--- config.mk ---
export PLATFORM = sky130hd
export DESIGN_NAME = sts_regs
export DESIGN_NICKNAME = d
export VERILOG_FILES = /design/src/rtl/sts_pkg.sv /design/src/rtl/sts_time_if.sv /design/src/rtl/sts_regs.sv /design/src/rtl/sts_timebase.sv
export SDC_FILE = /design/constraint.sdc
export NUM_CORES = 1
export LEC_CHECK = 0
export ABC_AREA = 1
export BUFFER_PORTS_ARGS = -buffer_cell sky130_fd_sc_hd__buf_2
export CAP_MARGIN = 20
export CORE_ASPECT_RATIO = 0.75
export CORE_MARGIN = 2
export CORE_UTILIZATION = 60
export CTS_BUF_LIST = sky130_fd_sc_hd__clkbuf_8
export DETAILED_ROUTE_END_ITERATION = 8
export MAX_ROUTING_LAYER = met4
export PLACE_DENSITY = 0.9
export SLEW_MARGIN = 25
export SYNTH_ARGS = -nofsm -noshare
export SYNTH_HDL_FRONTEND = slang
export SYNTH_HIERARCHICAL = 1
export SYNTH_SLANG_ARGS = --single-unit
--- constraint.sdc ---
create_clock -name core_clk -period 4 [get_ports core_clk]
set_clock_uncertainty 0.05 [all_clocks]
set_input_delay 0.4 -clock core_clk [delete_from_list [all_inputs] [get_ports core_clk]]
set_output_delay 0.4 -clock core_clk [all_outputs]
set_load 0.01 [all_outputs]
--- src/rtl/sts_pkg.sv ---
// constants and types shared by the sensor/transceiver status register bank
package sts_pkg;

  // timing: clock period and the millisecond tick derived from it
  localparam int unsigned CLK_PERIOD_NS = 8;
  localparam int unsigned MS_PERIOD_NS  = 1000000;
  localparam int unsigned MS_CYCLES     = MS_PERIOD_NS / CLK_PERIOD_NS;
  localparam logic [9:0]  MS_LAST       = 10'h3e7;   // 999 then wrap

  // battery polling
  localparam logic [2:0]  POLL_SECONDS  = 3'h5;
  localparam logic [2:0]  BAT_TRIES     = 3'h4;
  localparam logic [15:0] FAIL_STEP     = 16'h0004;
  localparam logic [15:0] PCT_MAX       = 16'h0064;
  localparam logic [15:0] MIN_MAX       = 16'hffff;

  // register word addresses
  localparam logic [15:0] A_FAULT       = 16'h0005;
  localparam logic [15:0] A_BAT_PCT     = 16'h2007;
  localparam logic [15:0] A_BAT_MIN     = 16'h2008;
  localparam logic [15:0] A_FW_VER      = 16'h2009;
  localparam logic [15:0] A_SLEEP       = 16'h200a;
  localparam logic [15:0] A_CTRL        = 16'h200b;
  localparam logic [15:0] A_STATUS      = 16'h200c;
  localparam logic [15:0] A_BAT_FAILS   = 16'h200e;
  localparam logic [15:0] A_TS_SEC_HI   = 16'h2010;
  localparam logic [15:0] A_TS_SEC_LO   = 16'h2011;
  localparam logic [15:0] A_TS_MS       = 16'h2012;

  // fault word layout
  localparam int unsigned FB_GLOBAL     = 0;
  localparam logic [15:0] FAULT_MASK    = 16'h5ae6;  // defined flags, summary excluded

  // status word layout
  localparam int unsigned ST_BAT_DET    = 4;
  localparam int unsigned ST_BAT_FAIL   = 5;
  localparam logic [15:0] ST_FIXED_ONES = 16'h0044;

  // control word layout
  localparam int unsigned CT_EXC_EN     = 11;
  localparam int unsigned CT_RST_ALL    = 7;
  localparam int unsigned CT_RST_MCU    = 6;
  localparam logic [15:0] CTRL_KEEP     = 16'h0800;
  localparam logic [15:0] CTRL_RESET    = 16'h0000;

  // request function codes and exception codes
  localparam logic [7:0]  FN_READ       = 8'h03;
  localparam logic [7:0]  FN_WRITE_ONE  = 8'h06;
  localparam logic [7:0]  FN_WRITE_MANY = 8'h10;
  localparam logic [7:0]  EX_BAD_FUNC   = 8'h01;
  localparam logic [7:0]  EX_BAD_ADDR   = 8'h02;

  // battery poll sequencer states
  typedef enum logic [2:0] {
    BAT_IDLE = 3'b001,
    BAT_REQ  = 3'b010,
    BAT_WAIT = 3'b100
  } sts_bat_type;

endpackage

--- src/rtl/sts_time_if.sv ---
// time base signals passed between the register core and the timer
`timescale 1ns/10ps
`default_nettype none
interface sts_time_if;
  logic        clear;
  logic        ms_tick;
  logic        sec_tick;
  logic [9:0]  ms_count;
  logic [31:0] sec_count;

  modport timer (input clear, output ms_tick, output sec_tick,
                 output ms_count, output sec_count);
  modport core  (output clear, input ms_tick, input sec_tick,
                 input ms_count, input sec_count);
endinterface
`default_nettype wire

--- src/rtl/sts_regs.sv ---
// status and control register bank of a gas sensor and its transceiver
`timescale 1ns/10ps
`default_nettype none
module sts_regs #(
  parameter int unsigned MS_CYCLES = sts_pkg::MS_CYCLES,
  parameter logic [7:0]  FW_MAJOR  = 8'h01,  // arbitrary value
  parameter logic [7:0]  FW_MINOR  = 8'h00   // arbitrary value
) (
  input  wire logic        core_clk,
  input  wire logic        reset,
  input  wire logic        req_valid,
  input  wire logic        req_bcast,
  input  wire logic [7:0]  req_func,
  input  wire logic [15:0] req_addr,
  input  wire logic [15:0] req_wdata,
  output logic             rsp_valid,
  output logic             rsp_exc,
  output logic [15:0]      rsp_data,
  input  wire logic [15:0] fault_cond,
  output logic             bat_rd_req,
  input  wire logic        bat_rd_done,
  input  wire logic        bat_rd_ok,
  input  wire logic [15:0] bat_pct_in,
  input  wire logic [31:0] bat_min_in,
  output logic             radio_sleep,
  output logic             mcu_reset,
  output logic             radio_reset
);

  ////////////////////////////////////////////////////////////////////////
  // elaboration check: the millisecond divider needs at least two states
  generate
    if (MS_CYCLES < 2) begin : g_bad_ms
      $error("MS_CYCLES must be at least 2");
    end
  endgenerate

  ////////////////////////////////////////////////////////////////////////
  // state of the register bank
  typedef struct packed {
    logic [15:0]         fault;
    logic [15:0]         pct;
    logic [15:0]         mins;
    logic [15:0]         sleep;
    logic [15:0]         ctrl;
    logic                det;
    logic                bfail;
    logic [15:0]         bcnt;
    sts_pkg::sts_bat_type bst;
    logic [2:0]          tries;
    logic [2:0]          poll;
    logic                rsp_valid;
    logic                rsp_exc;
    logic [15:0]         rsp_data;
    logic                mcu_rst;
    logic                radio_rst;
  } sts_state_type;

  localparam sts_state_type RESET_STATE = '{
    fault:     16'h0000,
    pct:       16'h0000,
    mins:      16'h0000,
    sleep:     16'h0000,
    ctrl:      sts_pkg::CTRL_RESET,
    det:       1'b0,
    bfail:     1'b0,
    bcnt:      16'h0000,
    bst:       sts_pkg::BAT_IDLE,
    tries:     3'h0,
    poll:      3'h0,
    rsp_valid: 1'b0,
    rsp_exc:   1'b0,
    rsp_data:  16'h0000,
    mcu_rst:   1'b0,
    radio_rst: 1'b0
  };

  sts_state_type q_ff;
  sts_state_type nxt_q;

  sts_time_if tif ();

  ////////////////////////////////////////////////////////////////////////
  // address decoding shared by the read and write paths
  function automatic logic reg_known(input logic [15:0] addr);
    reg_known = (addr == sts_pkg::A_FAULT)     ||
                (addr == sts_pkg::A_BAT_PCT)   ||
                (addr == sts_pkg::A_BAT_MIN)   ||
                (addr == sts_pkg::A_FW_VER)    ||
                (addr == sts_pkg::A_SLEEP)     ||
                (addr == sts_pkg::A_CTRL)      ||
                (addr == sts_pkg::A_STATUS)    ||
                (addr == sts_pkg::A_BAT_FAILS) ||
                (addr == sts_pkg::A_TS_SEC_HI) ||
                (addr == sts_pkg::A_TS_SEC_LO) ||
                (addr == sts_pkg::A_TS_MS);
  endfunction

  // function code classification
  function automatic logic is_write(input logic [7:0] func);
    is_write = (func == sts_pkg::FN_WRITE_ONE) ||
               (func == sts_pkg::FN_WRITE_MANY);
  endfunction

  ////////////////////////////////////////////////////////////////////////
  // combinational views of the current state
  logic [15:0] status_word;
  logic [15:0] fw_word;
  logic [15:0] rd_value;
  logic        req_rd;
  logic        req_wr;
  logic        req_bad_fn;
  logic        wr_hit;
  logic        poll_due;
  logic        bat_fail_now;

  // status word: fixed ones plus the two battery flags
  always_comb begin
    status_word                       = sts_pkg::ST_FIXED_ONES;
    status_word[sts_pkg::ST_BAT_DET]  = q_ff.det;
    status_word[sts_pkg::ST_BAT_FAIL] = q_ff.bfail;
  end

  assign fw_word    = {FW_MAJOR, FW_MINOR};
  assign req_rd     = req_valid && (req_func == sts_pkg::FN_READ);
  assign req_wr     = req_valid && is_write(req_func);
  assign req_bad_fn = req_valid && !req_rd && !req_wr;
  assign wr_hit     = req_wr && reg_known(req_addr);

  // poll fires on the second tick that completes the interval
  assign poll_due = tif.sec_tick &&
                    (q_ff.poll == sts_pkg::POLL_SECONDS - 3'h1);

  // a read is declared failed only after the last retry fails
  assign bat_fail_now = (q_ff.bst == sts_pkg::BAT_WAIT) && bat_rd_done &&
                        !bat_rd_ok &&
                        (q_ff.tries == sts_pkg::BAT_TRIES - 3'h1);

  ////////////////////////////////////////////////////////////////////////
  // read mux; unmapped words read zero when exceptions are off
  always_comb begin
    if (req_addr == sts_pkg::A_FAULT) begin
      rd_value = q_ff.fault;
    end else if (req_addr == sts_pkg::A_BAT_PCT) begin
      rd_value = q_ff.pct;
    end else if (req_addr == sts_pkg::A_BAT_MIN) begin
      rd_value = q_ff.mins;
    end else if (req_addr == sts_pkg::A_FW_VER) begin
      rd_value = fw_word;
    end else if (req_addr == sts_pkg::A_SLEEP) begin
      rd_value = q_ff.sleep;
    end else if (req_addr == sts_pkg::A_CTRL) begin
      rd_value = q_ff.ctrl;
    end else if (req_addr == sts_pkg::A_STATUS) begin
      rd_value = status_word;
    end else if (req_addr == sts_pkg::A_BAT_FAILS) begin
      rd_value = q_ff.bcnt;
    end else if (req_addr == sts_pkg::A_TS_SEC_HI) begin
      rd_value = tif.sec_count[31:16];
    end else if (req_addr == sts_pkg::A_TS_SEC_LO) begin
      rd_value = tif.sec_count[15:0];
    end else if (req_addr == sts_pkg::A_TS_MS) begin
      rd_value = {6'h00, tif.ms_count};
    end else begin
      rd_value = 16'h0000;
    end
  end

  ////////////////////////////////////////////////////////////////////////
  // next state
  always_comb begin
    nxt_q           = q_ff;
    nxt_q.rsp_valid = 1'b0;
    nxt_q.rsp_exc   = 1'b0;
    nxt_q.mcu_rst   = 1'b0;
    nxt_q.radio_rst = 1'b0;

    // fault flags track their conditions every cycle, no acknowledge
    nxt_q.fault = fault_cond & sts_pkg::FAULT_MASK;
    nxt_q.fault[sts_pkg::FB_GLOBAL] = fault_cond[sts_pkg::FB_GLOBAL] ||
                                      (|(fault_cond & sts_pkg::FAULT_MASK));

    // sleep countdown: a fresh write wins over the per-second step
    if (wr_hit && (req_addr == sts_pkg::A_SLEEP)) begin
      nxt_q.sleep = req_wdata;
    end else if (tif.sec_tick && (q_ff.sleep != 16'h0000)) begin
      nxt_q.sleep = q_ff.sleep - 16'h0001;
    end

    // control: only the exception enable is kept, reset bits are strobes
    if (wr_hit && (req_addr == sts_pkg::A_CTRL)) begin
      nxt_q.ctrl      = req_wdata & sts_pkg::CTRL_KEEP;
      nxt_q.mcu_rst   = req_wdata[sts_pkg::CT_RST_ALL] ||
                        req_wdata[sts_pkg::CT_RST_MCU];
      nxt_q.radio_rst = req_wdata[sts_pkg::CT_RST_ALL];
    end

    // failure counter: written value first, then a declared failure adds
    // on top so an event landing on the clearing write is never lost
    if (wr_hit && (req_addr == sts_pkg::A_BAT_FAILS)) begin
      nxt_q.bcnt = req_wdata;
    end
    if (bat_fail_now) begin
      nxt_q.bcnt = nxt_q.bcnt + sts_pkg::FAIL_STEP;
    end

    // poll interval counter in whole seconds
    if (tif.sec_tick) begin
      if (poll_due) begin
        nxt_q.poll = 3'h0;
      end else begin
        nxt_q.poll = q_ff.poll + 3'h1;
      end
    end

    // battery poll sequencer with retries
    case (q_ff.bst)
      sts_pkg::BAT_IDLE: begin
        if (poll_due) begin
          nxt_q.bst   = sts_pkg::BAT_REQ;
          nxt_q.tries = 3'h0;
        end
      end
      sts_pkg::BAT_REQ: begin
        nxt_q.bst = sts_pkg::BAT_WAIT;
      end
      sts_pkg::BAT_WAIT: begin
        if (bat_rd_done && bat_rd_ok) begin
          nxt_q.det   = 1'b1;
          nxt_q.bfail = 1'b0;
          // percent clamps at full scale, minutes saturate
          nxt_q.pct   = (bat_pct_in > sts_pkg::PCT_MAX) ? sts_pkg::PCT_MAX
                                                        : bat_pct_in;
          nxt_q.mins  = (|bat_min_in[31:16]) ? sts_pkg::MIN_MAX
                                             : bat_min_in[15:0];
          nxt_q.bst   = sts_pkg::BAT_IDLE;
        end else if (bat_fail_now) begin
          nxt_q.bfail = q_ff.det;
          nxt_q.bst   = sts_pkg::BAT_IDLE;
        end else if (bat_rd_done) begin
          nxt_q.tries = q_ff.tries + 3'h1;
          nxt_q.bst   = sts_pkg::BAT_REQ;
        end
      end
      default: begin
        nxt_q.bst = sts_pkg::BAT_IDLE;
      end
    endcase

    // answers: the register port is served whether or not the radio
    // sleeps; broadcasts are acted on but never answered
    if (req_valid && !req_bcast) begin
      nxt_q.rsp_valid = 1'b1;
      if (req_bad_fn && q_ff.ctrl[sts_pkg::CT_EXC_EN]) begin
        nxt_q.rsp_exc  = 1'b1;
        nxt_q.rsp_data = {8'h00, sts_pkg::EX_BAD_FUNC};
      end else if (!reg_known(req_addr) && q_ff.ctrl[sts_pkg::CT_EXC_EN]) begin
        nxt_q.rsp_exc  = 1'b1;
        nxt_q.rsp_data = {8'h00, sts_pkg::EX_BAD_ADDR};
      end else if (req_rd) begin
        nxt_q.rsp_data = rd_value;
      end else begin
        // writes echo the word, read-only targets stay unchanged
        nxt_q.rsp_data = req_wdata;
      end
    end
  end

  ////////////////////////////////////////////////////////////////////////
  // state register
  always_ff @(posedge core_clk) begin
    if (reset) begin
      q_ff <= RESET_STATE;
    end else begin
      q_ff <= nxt_q;
    end
  end

  ////////////////////////////////////////////////////////////////////////
  // uptime counters; a processor reset restarts them from zero
  assign tif.clear = q_ff.mcu_rst;

  sts_timebase #(
    .MS_CYCLES (MS_CYCLES)
  ) u_timebase (
    .core_clk (core_clk),
    .reset    (reset),
    .tif      (tif.timer)
  );

  ////////////////////////////////////////////////////////////////////////
  // outputs
  assign rsp_valid   = q_ff.rsp_valid;
  assign rsp_exc     = q_ff.rsp_exc;
  assign rsp_data    = q_ff.rsp_data;
  assign bat_rd_req  = (q_ff.bst == sts_pkg::BAT_REQ);
  assign radio_sleep = (q_ff.sleep != 16'h0000);
  assign mcu_reset   = q_ff.mcu_rst;
  assign radio_reset = q_ff.radio_rst;

endmodule // sts_regs
`default_nettype wire

--- src/rtl/sts_timebase.sv ---
// millisecond and seconds uptime counters
`timescale 1ns/10ps
`default_nettype none
module sts_timebase #(
  parameter int unsigned MS_CYCLES = sts_pkg::MS_CYCLES
) (
  input  wire logic   core_clk,
  input  wire logic   reset,
  sts_time_if.timer   tif
);

  localparam int unsigned CW = $clog2(MS_CYCLES);

  typedef struct packed {
    logic [CW-1:0] cyc;
    logic [9:0]    ms;
    logic [31:0]   sec;
    logic          ms_tick;
    logic          sec_tick;
  } sts_tb_state_type;

  sts_tb_state_type q_ff;
  sts_tb_state_type nxt_q;

  ////////////////////////////////////////////////////////////////////////
  // seconds advance on the very cycle the millisecond count wraps
  always_comb begin
    nxt_q          = q_ff;
    nxt_q.ms_tick  = 1'b0;
    nxt_q.sec_tick = 1'b0;
    if (tif.clear) begin
      nxt_q = '0;
    end else if (q_ff.cyc == CW'(MS_CYCLES - 1)) begin
      nxt_q.cyc     = '0;
      nxt_q.ms_tick = 1'b1;
      if (q_ff.ms == sts_pkg::MS_LAST) begin
        nxt_q.ms       = '0;
        nxt_q.sec      = q_ff.sec + 32'h1;
        nxt_q.sec_tick = 1'b1;
      end else begin
        nxt_q.ms = q_ff.ms + 10'h1;
      end
    end else begin
      nxt_q.cyc = q_ff.cyc + CW'(1);
    end
  end

  // state register, cleared at power-up
  always_ff @(posedge core_clk) begin
    if (reset) begin
      q_ff <= '0;
    end else begin
      q_ff <= nxt_q;
    end
  end

  assign tif.ms_tick   = q_ff.ms_tick;
  assign tif.sec_tick  = q_ff.sec_tick;
  assign tif.ms_count  = q_ff.ms;
  assign tif.sec_count = q_ff.sec;

endmodule // sts_timebase
`default_nettype wire

# Word level (Yosys, flattened, before mapping)
# Index checks and enable logic that the tools add are counted.
# totals
register_bits	172
input_bits	110
out_inout_bits	22
word_cells	144
# op_classes
n_addsub	7
n_reduce_logical	51
n_eq_ne	26
bitwise_logic	3
mux	35
order_cmp	1
# op_table
op	count
16-bit two-way mux	18
16-bit by 14-bit equality test with 1-bit output (second input constant)	10
32-bit by 1-bit adder with 32-bit output (second input constant)	1
10-bit two-way mux	2
18-bit two-way mux	1
17-bit by 1-bit adder with 17-bit output (second input constant)	1
17-bit equality test (second input constant)	1
1-bit logical AND	17
17-bit two-way mux	1
16-bit by 3-bit adder with 16-bit output (second input constant)	1
16-bit by 3-bit equality test with 1-bit output (second input constant)	1
16-bit by 7-bit > comparator with 1-bit output (second input constant)	1
16-bit nonzero test	1
16-bit OR reduction	1
16-bit by 1-bit subtractor with 16-bit output (second input constant)	1
3-bit two-way mux	5
1-bit logical OR	13
6-bit two-way mux	2
10-bit by 1-bit adder with 10-bit output (second input constant)	1
10-bit equality test (second input constant)	1
3-bit one-hot mux with 3 select lines	1
9-bit OR reduction	1
8-bit by 2-bit equality test with 1-bit output (second input constant)	1
8-bit by 3-bit equality test with 1-bit output (second input constant)	1
16 further kinds	39

# Logic depth before layout (Yosys ltp)
# Gate-level depths: netlist of run 1.
# depth
depth_word	16
depth_mapped	19
ltp_nobuf	18

# Hierarchy
# The synthesis of run 1 kept the hierarchy.
# by_module_without_submodules
mod	seq_area_each_um2	n_inst	area_per_inst_um2	cells_each
sts_regs	2122.0	1	6585.1	1037
sts_timebase	1221.2	1	4011.3	635

# Least setup slack after synthesis of run 1
# Ideal clock, no wire load.
# synth_path
path_kind	input port to flip-flop
start	input req_addr[7]
end	register q_ff[41] (netlist name)
n_path_buf	1
arrival_time_ps	2228
required_ps	3835
path_stages	16
setup_slack_ps	1607
path_cell_list	nor2_2 -> nand2_4 -> nor2_4 -> nand3_2 -> nor2_2 -> buf_4 -> o21ai_0 -> inv_2 -> ha_1 -> nand2_1 -> nor3_2 -> nand2_1 -> nor2_2 -> nand3_1 -> nand2_1 -> nor2_1
# synth_between
elab_chain_cells	16
elab_cells_between_ends	26
cone_classes	add/sub: 1; eq/ne: 11; mux: 2; reduce/logical: 12
# synth_rtl
item	line	text
start: declaration	sts_regs.sv:14	input wire logic [15:0] req_addr,
16-bit by 3-bit equality test with 1-bit output or 16-bit by 14-bit equality test with 1-bit output (tied branches)	sts_regs.sv:86, sts_regs.sv:87	
1-bit logical OR	sts_regs.sv:86	reg_known = (addr == sts_pkg::A_FAULT) ||
1-bit logical OR	sts_regs.sv:87	(addr == sts_pkg::A_BAT_PCT) ||
1-bit logical OR	sts_regs.sv:88	(addr == sts_pkg::A_BAT_MIN) ||
1-bit logical OR	sts_regs.sv:89	(addr == sts_pkg::A_FW_VER) ||
1-bit logical OR	sts_regs.sv:90	(addr == sts_pkg::A_SLEEP) ||
1-bit logical OR	sts_regs.sv:91	(addr == sts_pkg::A_CTRL) ||
1-bit logical OR	sts_regs.sv:92	(addr == sts_pkg::A_STATUS) ||
1-bit logical OR	sts_regs.sv:93	(addr == sts_pkg::A_BAT_FAILS) ||
1-bit logical OR	sts_regs.sv:94	(addr == sts_pkg::A_TS_SEC_HI) ||
1-bit logical OR	sts_regs.sv:95	(addr == sts_pkg::A_TS_SEC_LO) ||
1-bit logical AND	sts_regs.sv:128	assign wr_hit = req_wr && reg_known(req_addr);
1-bit logical AND *	sts_regs.sv:200	if (wr_hit && (req_addr == sts_pkg::A_BAT_FAILS)) begin
16-bit two-way mux *	sts_regs.sv:200	
16-bit by 3-bit adder with 16-bit output	sts_regs.sv:204	nxt_q.bcnt = nxt_q.bcnt + sts_pkg::FAIL_STEP;
16-bit two-way mux *	sts_regs.sv:203	if (bat_fail_now) begin
end signal: assignment	sts_regs.sv:275	q_ff <= nxt_q;
end: declaration	sts_regs.sv:78	sts_state_type q_ff;
# Every way passes the cells marked *; elsewhere a longest branch is shown, timed or not.
# A chain may end at the register's enable or synchronous reset.

# Worst setup path in the final report of run 1
# layout_path
start	register q_ff[28] (netlist name)
end	register q_ff[90] (netlist name)
# layout_between
elab_chain_cells	2
# layout_rtl
item	line	text
3-bit equality test	sts_regs.sv:217	case (q_ff.bst)
2-bit AND reduction (no line)	n/a	
# No other way between the ends.

==> results of run 1 <==
[per-stage QoR]
stage	std cells	hold WS [ns]	area (µm²)
floorplan	1670	0.368	10600
global placement	1940	0.377	10900
detailed placement	1940	0.379	10900
CTS	1972	0.0791	11300
global route	1973	0.0899	11300
finish	1973	0.0871	11300
[state kept, by name, indices dropped and copies added, names as in the netlist]
signal / cells
mcu_reset: 1
q_ff: 86
radio_reset: 1
rsp_data: 16
rsp_exc: 1
rsp_valid: 1
u_timebase/q_ff: 17
u_timebase/tif.ms_count: 10
u_timebase/tif.sec_count: 32
u_timebase/tif.sec_tick: 1
[routing by layer]
| metal | vias to the layer above | track usage (%) |
|---|---|---|
| met5 | - | - |
| li1 | 5377 | - |
| met4 | 0 | 8.98 |
| met3 | 74 | 8.30 |
| met2 | 616 | 47.8 |
| met1 | 4967 | 49.4 |
[cell type report]
class | instances | area (µm²) | share of cell area (%)
Multi-Input combinational cell | 1169 | 5690 | 50.3
Sequential cell | 166 | 3320 | 29.4
Inverter | 231 | 868 | 7.68
Timing Repair Buffer | 132 | 678 | 5.99
Tap cell | 242 | 303 | 2.68
Clock buffer | 18 | 248 | 2.19
Clock inverter | 14 | 200 | 1.77
Antenna cell | 1 | 2.50 | 0.0221
[power groups by stage]
stage               Sequential (mW)  Clock, mW  Combinational (mW)
floorplan                      1.72          0               0.117
finish                         1.68       1.35               0.210
detailed placement             1.72          0               0.205
CTS                            1.68       1.36               0.206
global route                   1.69       1.42               0.231
global placement               1.72          0               0.202
[layout by cell type (no fill, tap or decap), drive strengths merged, types with 37 or more instances in the layout]
| cell | n |
|---|---|
| o21ai | 82 |
| dfxtp | 166 |
| nor2 | 272 |
| nand3 | 129 |
| nand4 | 37 |
| nand2 | 404 |
| a21oi | 104 |
| inv | 235 |
| buf | 132 |
| nor3 | 41 |
[critical path, delay by kind of cell (launching register included)]
family / cells / cell delay, ns
simple gates: 3 / 1.36
buf+inv: 3 / 0.87
flops: 1 / 0.34
compound gates: 1 / 0.11
[worst max-delay path by stage]
stage / depth (start not counted) / start / slack (ns) / end
after detailed placement: 18 / req_addr[15] / 0.90 / q_ff[39]
after global routing: 15 / q_ff[63] / 0.76 / q_ff[63]
final: 7 / q_ff[28] / 1.10 / q_ff[90]
after global placement: 16 / req_addr[15] / 0.96 / q_ff[39]
after CTS: 7 / q_ff[28] / 1.11 / q_ff[90]
after floorplan: 16 / req_addr[7] / 1.61 / q_ff[41]
==> results_dict.tcl, run 1 <==
set metrics [dict create \
    grt_overflow 0 \
    seq_power_share_pct 51.8 \
    cpPeakStageDelay_ns 0.69 \
    finalCriticalPeriod_ns 2.90 \
    dpl.hpwl_mm 24.0 \
    clk_path_buf_depth 2 \
    worst-setup-path-type "register to register" \
    io_buffers 125 \
    power.share.switching_pct 27.1 \
    post_cts_buffers 0 \
    maxCapViolations 0 \
    setup_tns_ns 0 \
    syn_avg_cell_area_um2 6.33 \
    post-route-period-util_pct 72.6 \
    crit_arrival_ns 3.18 \
    viasPerCell 5.59 \
    p_per_area_mw_per_mm2 287 \
    p_int_mw 2.37 \
    drc 0 \
    initial_core_util_pct 60.6 \
    fillers 1581 \
    status "completed" \
    drv_slew 0 \
    synth_nets 1789 \
    fmax_mhz 344 \
    yosys_warnings 6 \
    grt_use_total_pct 34.2 \
    min_path_cells 3 \
    peakVddDrop_mv 0.192 \
    clockPowerShare_pct 41.7 \
    start_kind "register" \
    wl_met1_mm 13.7 \
    grt_first_pass_wirelength_mm 49.0 \
    nNetsFinal 1836 \
    cts_tree "yes" \
    worstMarginPinSlew_ns 0.981 \
    leakage_nw 5.08 \
    grt_start_max_net_pins 46 \
    hold_viol 0 \
    rsz0062_at_grt "no" \
    clkTransAtPathRegs_ns 0.10 \
    area_growth_pct 6.99 \
    power.switching_mw 0.879 \
    dr.pass1.iters 6 \
    place.gp.congestion 1.03 \
    hold_end "q_ff[117]" \
    r2r_cells 7 \
    antenna_found_initial 1 \
    relSlewSlack_pct 34.3 \
    dieArea_mm2 0.0187 \
    pre_cts_ws_ns 0.903 \
    wire_per_inst_um 15.9 \
    cts_sinks 166 \
    ios 132 \
    cp-end-kind "register" \
    fp-row-count 42 \
    combPwrFrac_pct 6.5 \
    path_common_cell "inv_1" \
    routed_wirelength_mm 31.3 \
    power_mw 3.25 \
    first_global_vias 9793 \
    r2r-start "q_ff[28]" \
    min-delay-start "fault_cond[6]" \
    path_max_fanout 31 \
    htreeDepth 4 \
    setup_ws_ns 1.10 \
    cp_slowest_cell "nor3_2" \
    clk_latency_ns 0.47 \
    r2r_setup_slack_ns 1.10 \
    setup_viol 0 \
    layout-drive-gt1-share_pct 14.9 \
    cts_root_buffer "clkbuf_8" \
    synthesis.area_mm2 0.0106 \
    cts_resized 0 \
    maxUsedRoutingLayer "met4" \
    required_ns 4.27 \
    cts_made_buffers 17 \
    num_vias 11034 \
    reg2reg_to "q_ff[90]" \
    cts_hold_buf 0 \
    coreArea_mm2 0.0174 \
    final_util_pct 64.8 \
    crit_path_cell_trace "inv_1 > nor3_1 > inv_1 > nor3_2 > inv_1 > nor2_1 > a21oi_1" \
    die_h_um 119 \
    final_antenna_net_count 0 \
    wl_met2_mm 12.7 \
    syn_inst 1670 \
    die_w_um 157 \
    wl_met3_mm 4.21 \
    drt_iter0_markers 1495 \
    hold_path.class "input pin to register" \
]
No activity file was read; power rests on OpenSTA's default activity.
==> run 2: changes to the inputs <==
CORE_UTILIZATION = 55   (was 60)
PLACE_DENSITY = 0.87   (was 0.9)
clock period = 2.3 ns   (was 4 ns; I/O delays follow)
==> run 2 against run 1 <==
  * Total power grew 72%
  * Combinational power grew 100%
  * Sequential power grew 74%
  * Register-to-register slack lost 1.0 ns
  * Critical path depth grew 3
  * Sequential share of layout area shrank 2.2 points
  * Wire length grew 7.9%
  * Worst setup slack lost 1.1 ns
  * Critical path type is now register to output port
  * Largest cell class unchanged
  * Largest power group unchanged
==> results_dict.tcl, run 2 (synthesized netlist as in run 1, its figures left out) <==
set metrics [dict create \
    first_global_vias 10221 \
    hold_path.class "input pin to register" \
    final_antenna_net_count 0 \
    status "completed" \
    p_per_area_mw_per_mm2 457 \
    crit_arrival_ns 1.99 \
    worst-setup-path-type "register to output port" \
    relSlewSlack_pct 54.7 \
    drc 0 \
    area_growth_pct 15.6 \
    diodes 0 \
    fmax_mhz 441 \
    antenna_found_initial 0 \
    path_max_fanout 4 \
    combPwrFrac_pct 7.7 \
    layout_commonest_cell "nand2_1" \
    grt_start_max_net_pins 60 \
    drv_slew 0 \
    fillers 1652 \
    largest_register "q_ff" \
    ios 132 \
    wire_per_inst_um 16.2 \
    final_util_pct 65.5 \
    cp-end-kind "output port" \
    cts_tree "yes" \
    wl_met3_mm 4.99 \
    min_path_cells 3 \
    num_vias 11586 \
    dieArea_mm2 0.0204 \
    leakage_nw 5.56 \
    place_area_mm2 0.0114 \
    start_kind "register" \
    die_w_um 164 \
    clk_latency_ns 0.49 \
    wl_met1_mm 14.3 \
    worstMarginPinSlew_ns 0.678 \
    clockPowerShare_pct 39.9 \
    clk_path_buf_depth 2 \
    viasPerCell 5.57 \
    power_mw 5.58 \
    cts_root_buffer "clkbuf_8" \
    cts_sinks 166 \
    finalCriticalPeriod_ns 2.27 \
    grt_first_pass_wirelength_mm 51.7 \
    coreArea_mm2 0.0187 \
    wl_met2_mm 13.8 \
    mostFrequentLayoutCells "nand2_1, nor2_1, inv_1, dfxtp_1, buf_2" \
    grt_overflow 0 \
    dpl.hpwl_mm 25.4 \
    drt_iter0_markers 1752 \
    die_h_um 124 \
    setup_viol 0 \
    seq_power_share_pct 52.4 \
    peakVddDrop_mv 0.363 \
    dr.pass1.iters 6 \
    post-route-period-util_pct 98.6 \
    maxCapViolations 0 \
    clkTransAtPathRegs_ns 0.10 \
    cts_made_buffers 17 \
    initial_core_util_pct 56.6 \
    routed_wirelength_mm 33.8 \
    io_buffers 125 \
    r2r_cells 15 \
    largest_register_ff_count 86 \
    p_int_mw 4.02 \
    htreeDepth 4 \
    stdcell_area_mm2 0.0122 \
    maxUsedRoutingLayer "met4" \
    setup_tns_ns 0 \
    layout-drive-gt1-share_pct 18.3 \
    hold_viol 0 \
    nNetsFinal 1940 \
    fp-row-count 43 \
    place.gp.congestion 1.03 \
    grt_use_total_pct 33.8 \
    power.switching_mw 1.57 \
    power.share.switching_pct 28.1 \
    required_ns 2.02 \
]
## run 2: changes by cell type in the layout (fill, tap and decap cells not counted), sizes merged
| cell | before | now |
|---|---|---|
| clkinvlp | 0 | 1 |
| clkbuf | 18 | 17 |
| dlygate4sd3 | 0 | 33 |
| diode | 1 | 0 |
| bufinv | 2 | 1 |
| buf | 132 | 203 |
## run 2: path summary, 6_finish.rpt
kind	slack [ns]	end	startpoint
worst min-delay path	0.06	q_ff[28]	bat_rd_done
worst max-delay path	0.03	radio_sleep	q_ff[64]
worst min register to register	0.41	u_timebase/q_ff[44]	u_timebase/q_ff[44]
worst max register to register	0.08	q_ff[63]	q_ff[64]
## run 2: layer usage
layer / global-route usage (%) / vias to the layer above
met5: - / -
met1: 46.5 / 5191
li1: - / 5573
met2: 47.6 / 730
met4: 8.94 / 0
met3: 10.9 / 92
## run 2: layout make-up
cell class / instances / area, µm² / share of cell area, %
well taps: 247 / 309 / 2.53
inverters: 231 / 871 / 7.13
flip-flops and latches: 166 / 3320 / 27.2
clock inverters: 14 / 178 / 1.45
multi-input cells: 1169 / 5730 / 46.9
clock buffers: 17 / 234 / 1.91
repair buffers: 236 / 1580 / 12.9
## run 2: stage by stage
stage	instances	worst slack, ns	hold slack, ns
final	2080	0.0311	0.0581
after global routing	2080	-0.0563	0.0401
after CTS	2079	0.0214	0.0471
after detailed placement	2015	-0.0308	0.385
after global placement	2015	0.0152	0.379
after floorplan	1670	0.0770	0.287
## run 2: critical path, stage by stage, from the launching register on
cell and delay [ns]:
dfxtp_2 0.36, inv_1 0.10, ha_4 0.15, nand2_2 0.08, nor2_4 0.11, nand3_2 0.09
nor2_1 0.10, nand3_1 0.10, nor2_2 0.16, nand2_1 0.10, buf_2 0.15
## run 2: power by group through the flow
stage / clock [mW] / sequential (mW) / combinational [mW]
floorplan: 0 / 2.99 / 0.204
global placement: 0 / 2.99 / 0.364
detailed placement: 0 / 2.99 / 0.374
CTS: 2.25 / 2.93 / 0.419
global route: 2.36 / 2.93 / 0.468
finish: 2.23 / 2.93 / 0.430
## run 2: repair_timing
action                                  CTS  global route
resized for setup                         3             9
hold buffers                             33             0
hold endpoints to repair                 33             0
pin swaps                                 0             3
cloned                                    0             0
endpoints found under the setup margin    2            17
setup buffers                             0             1
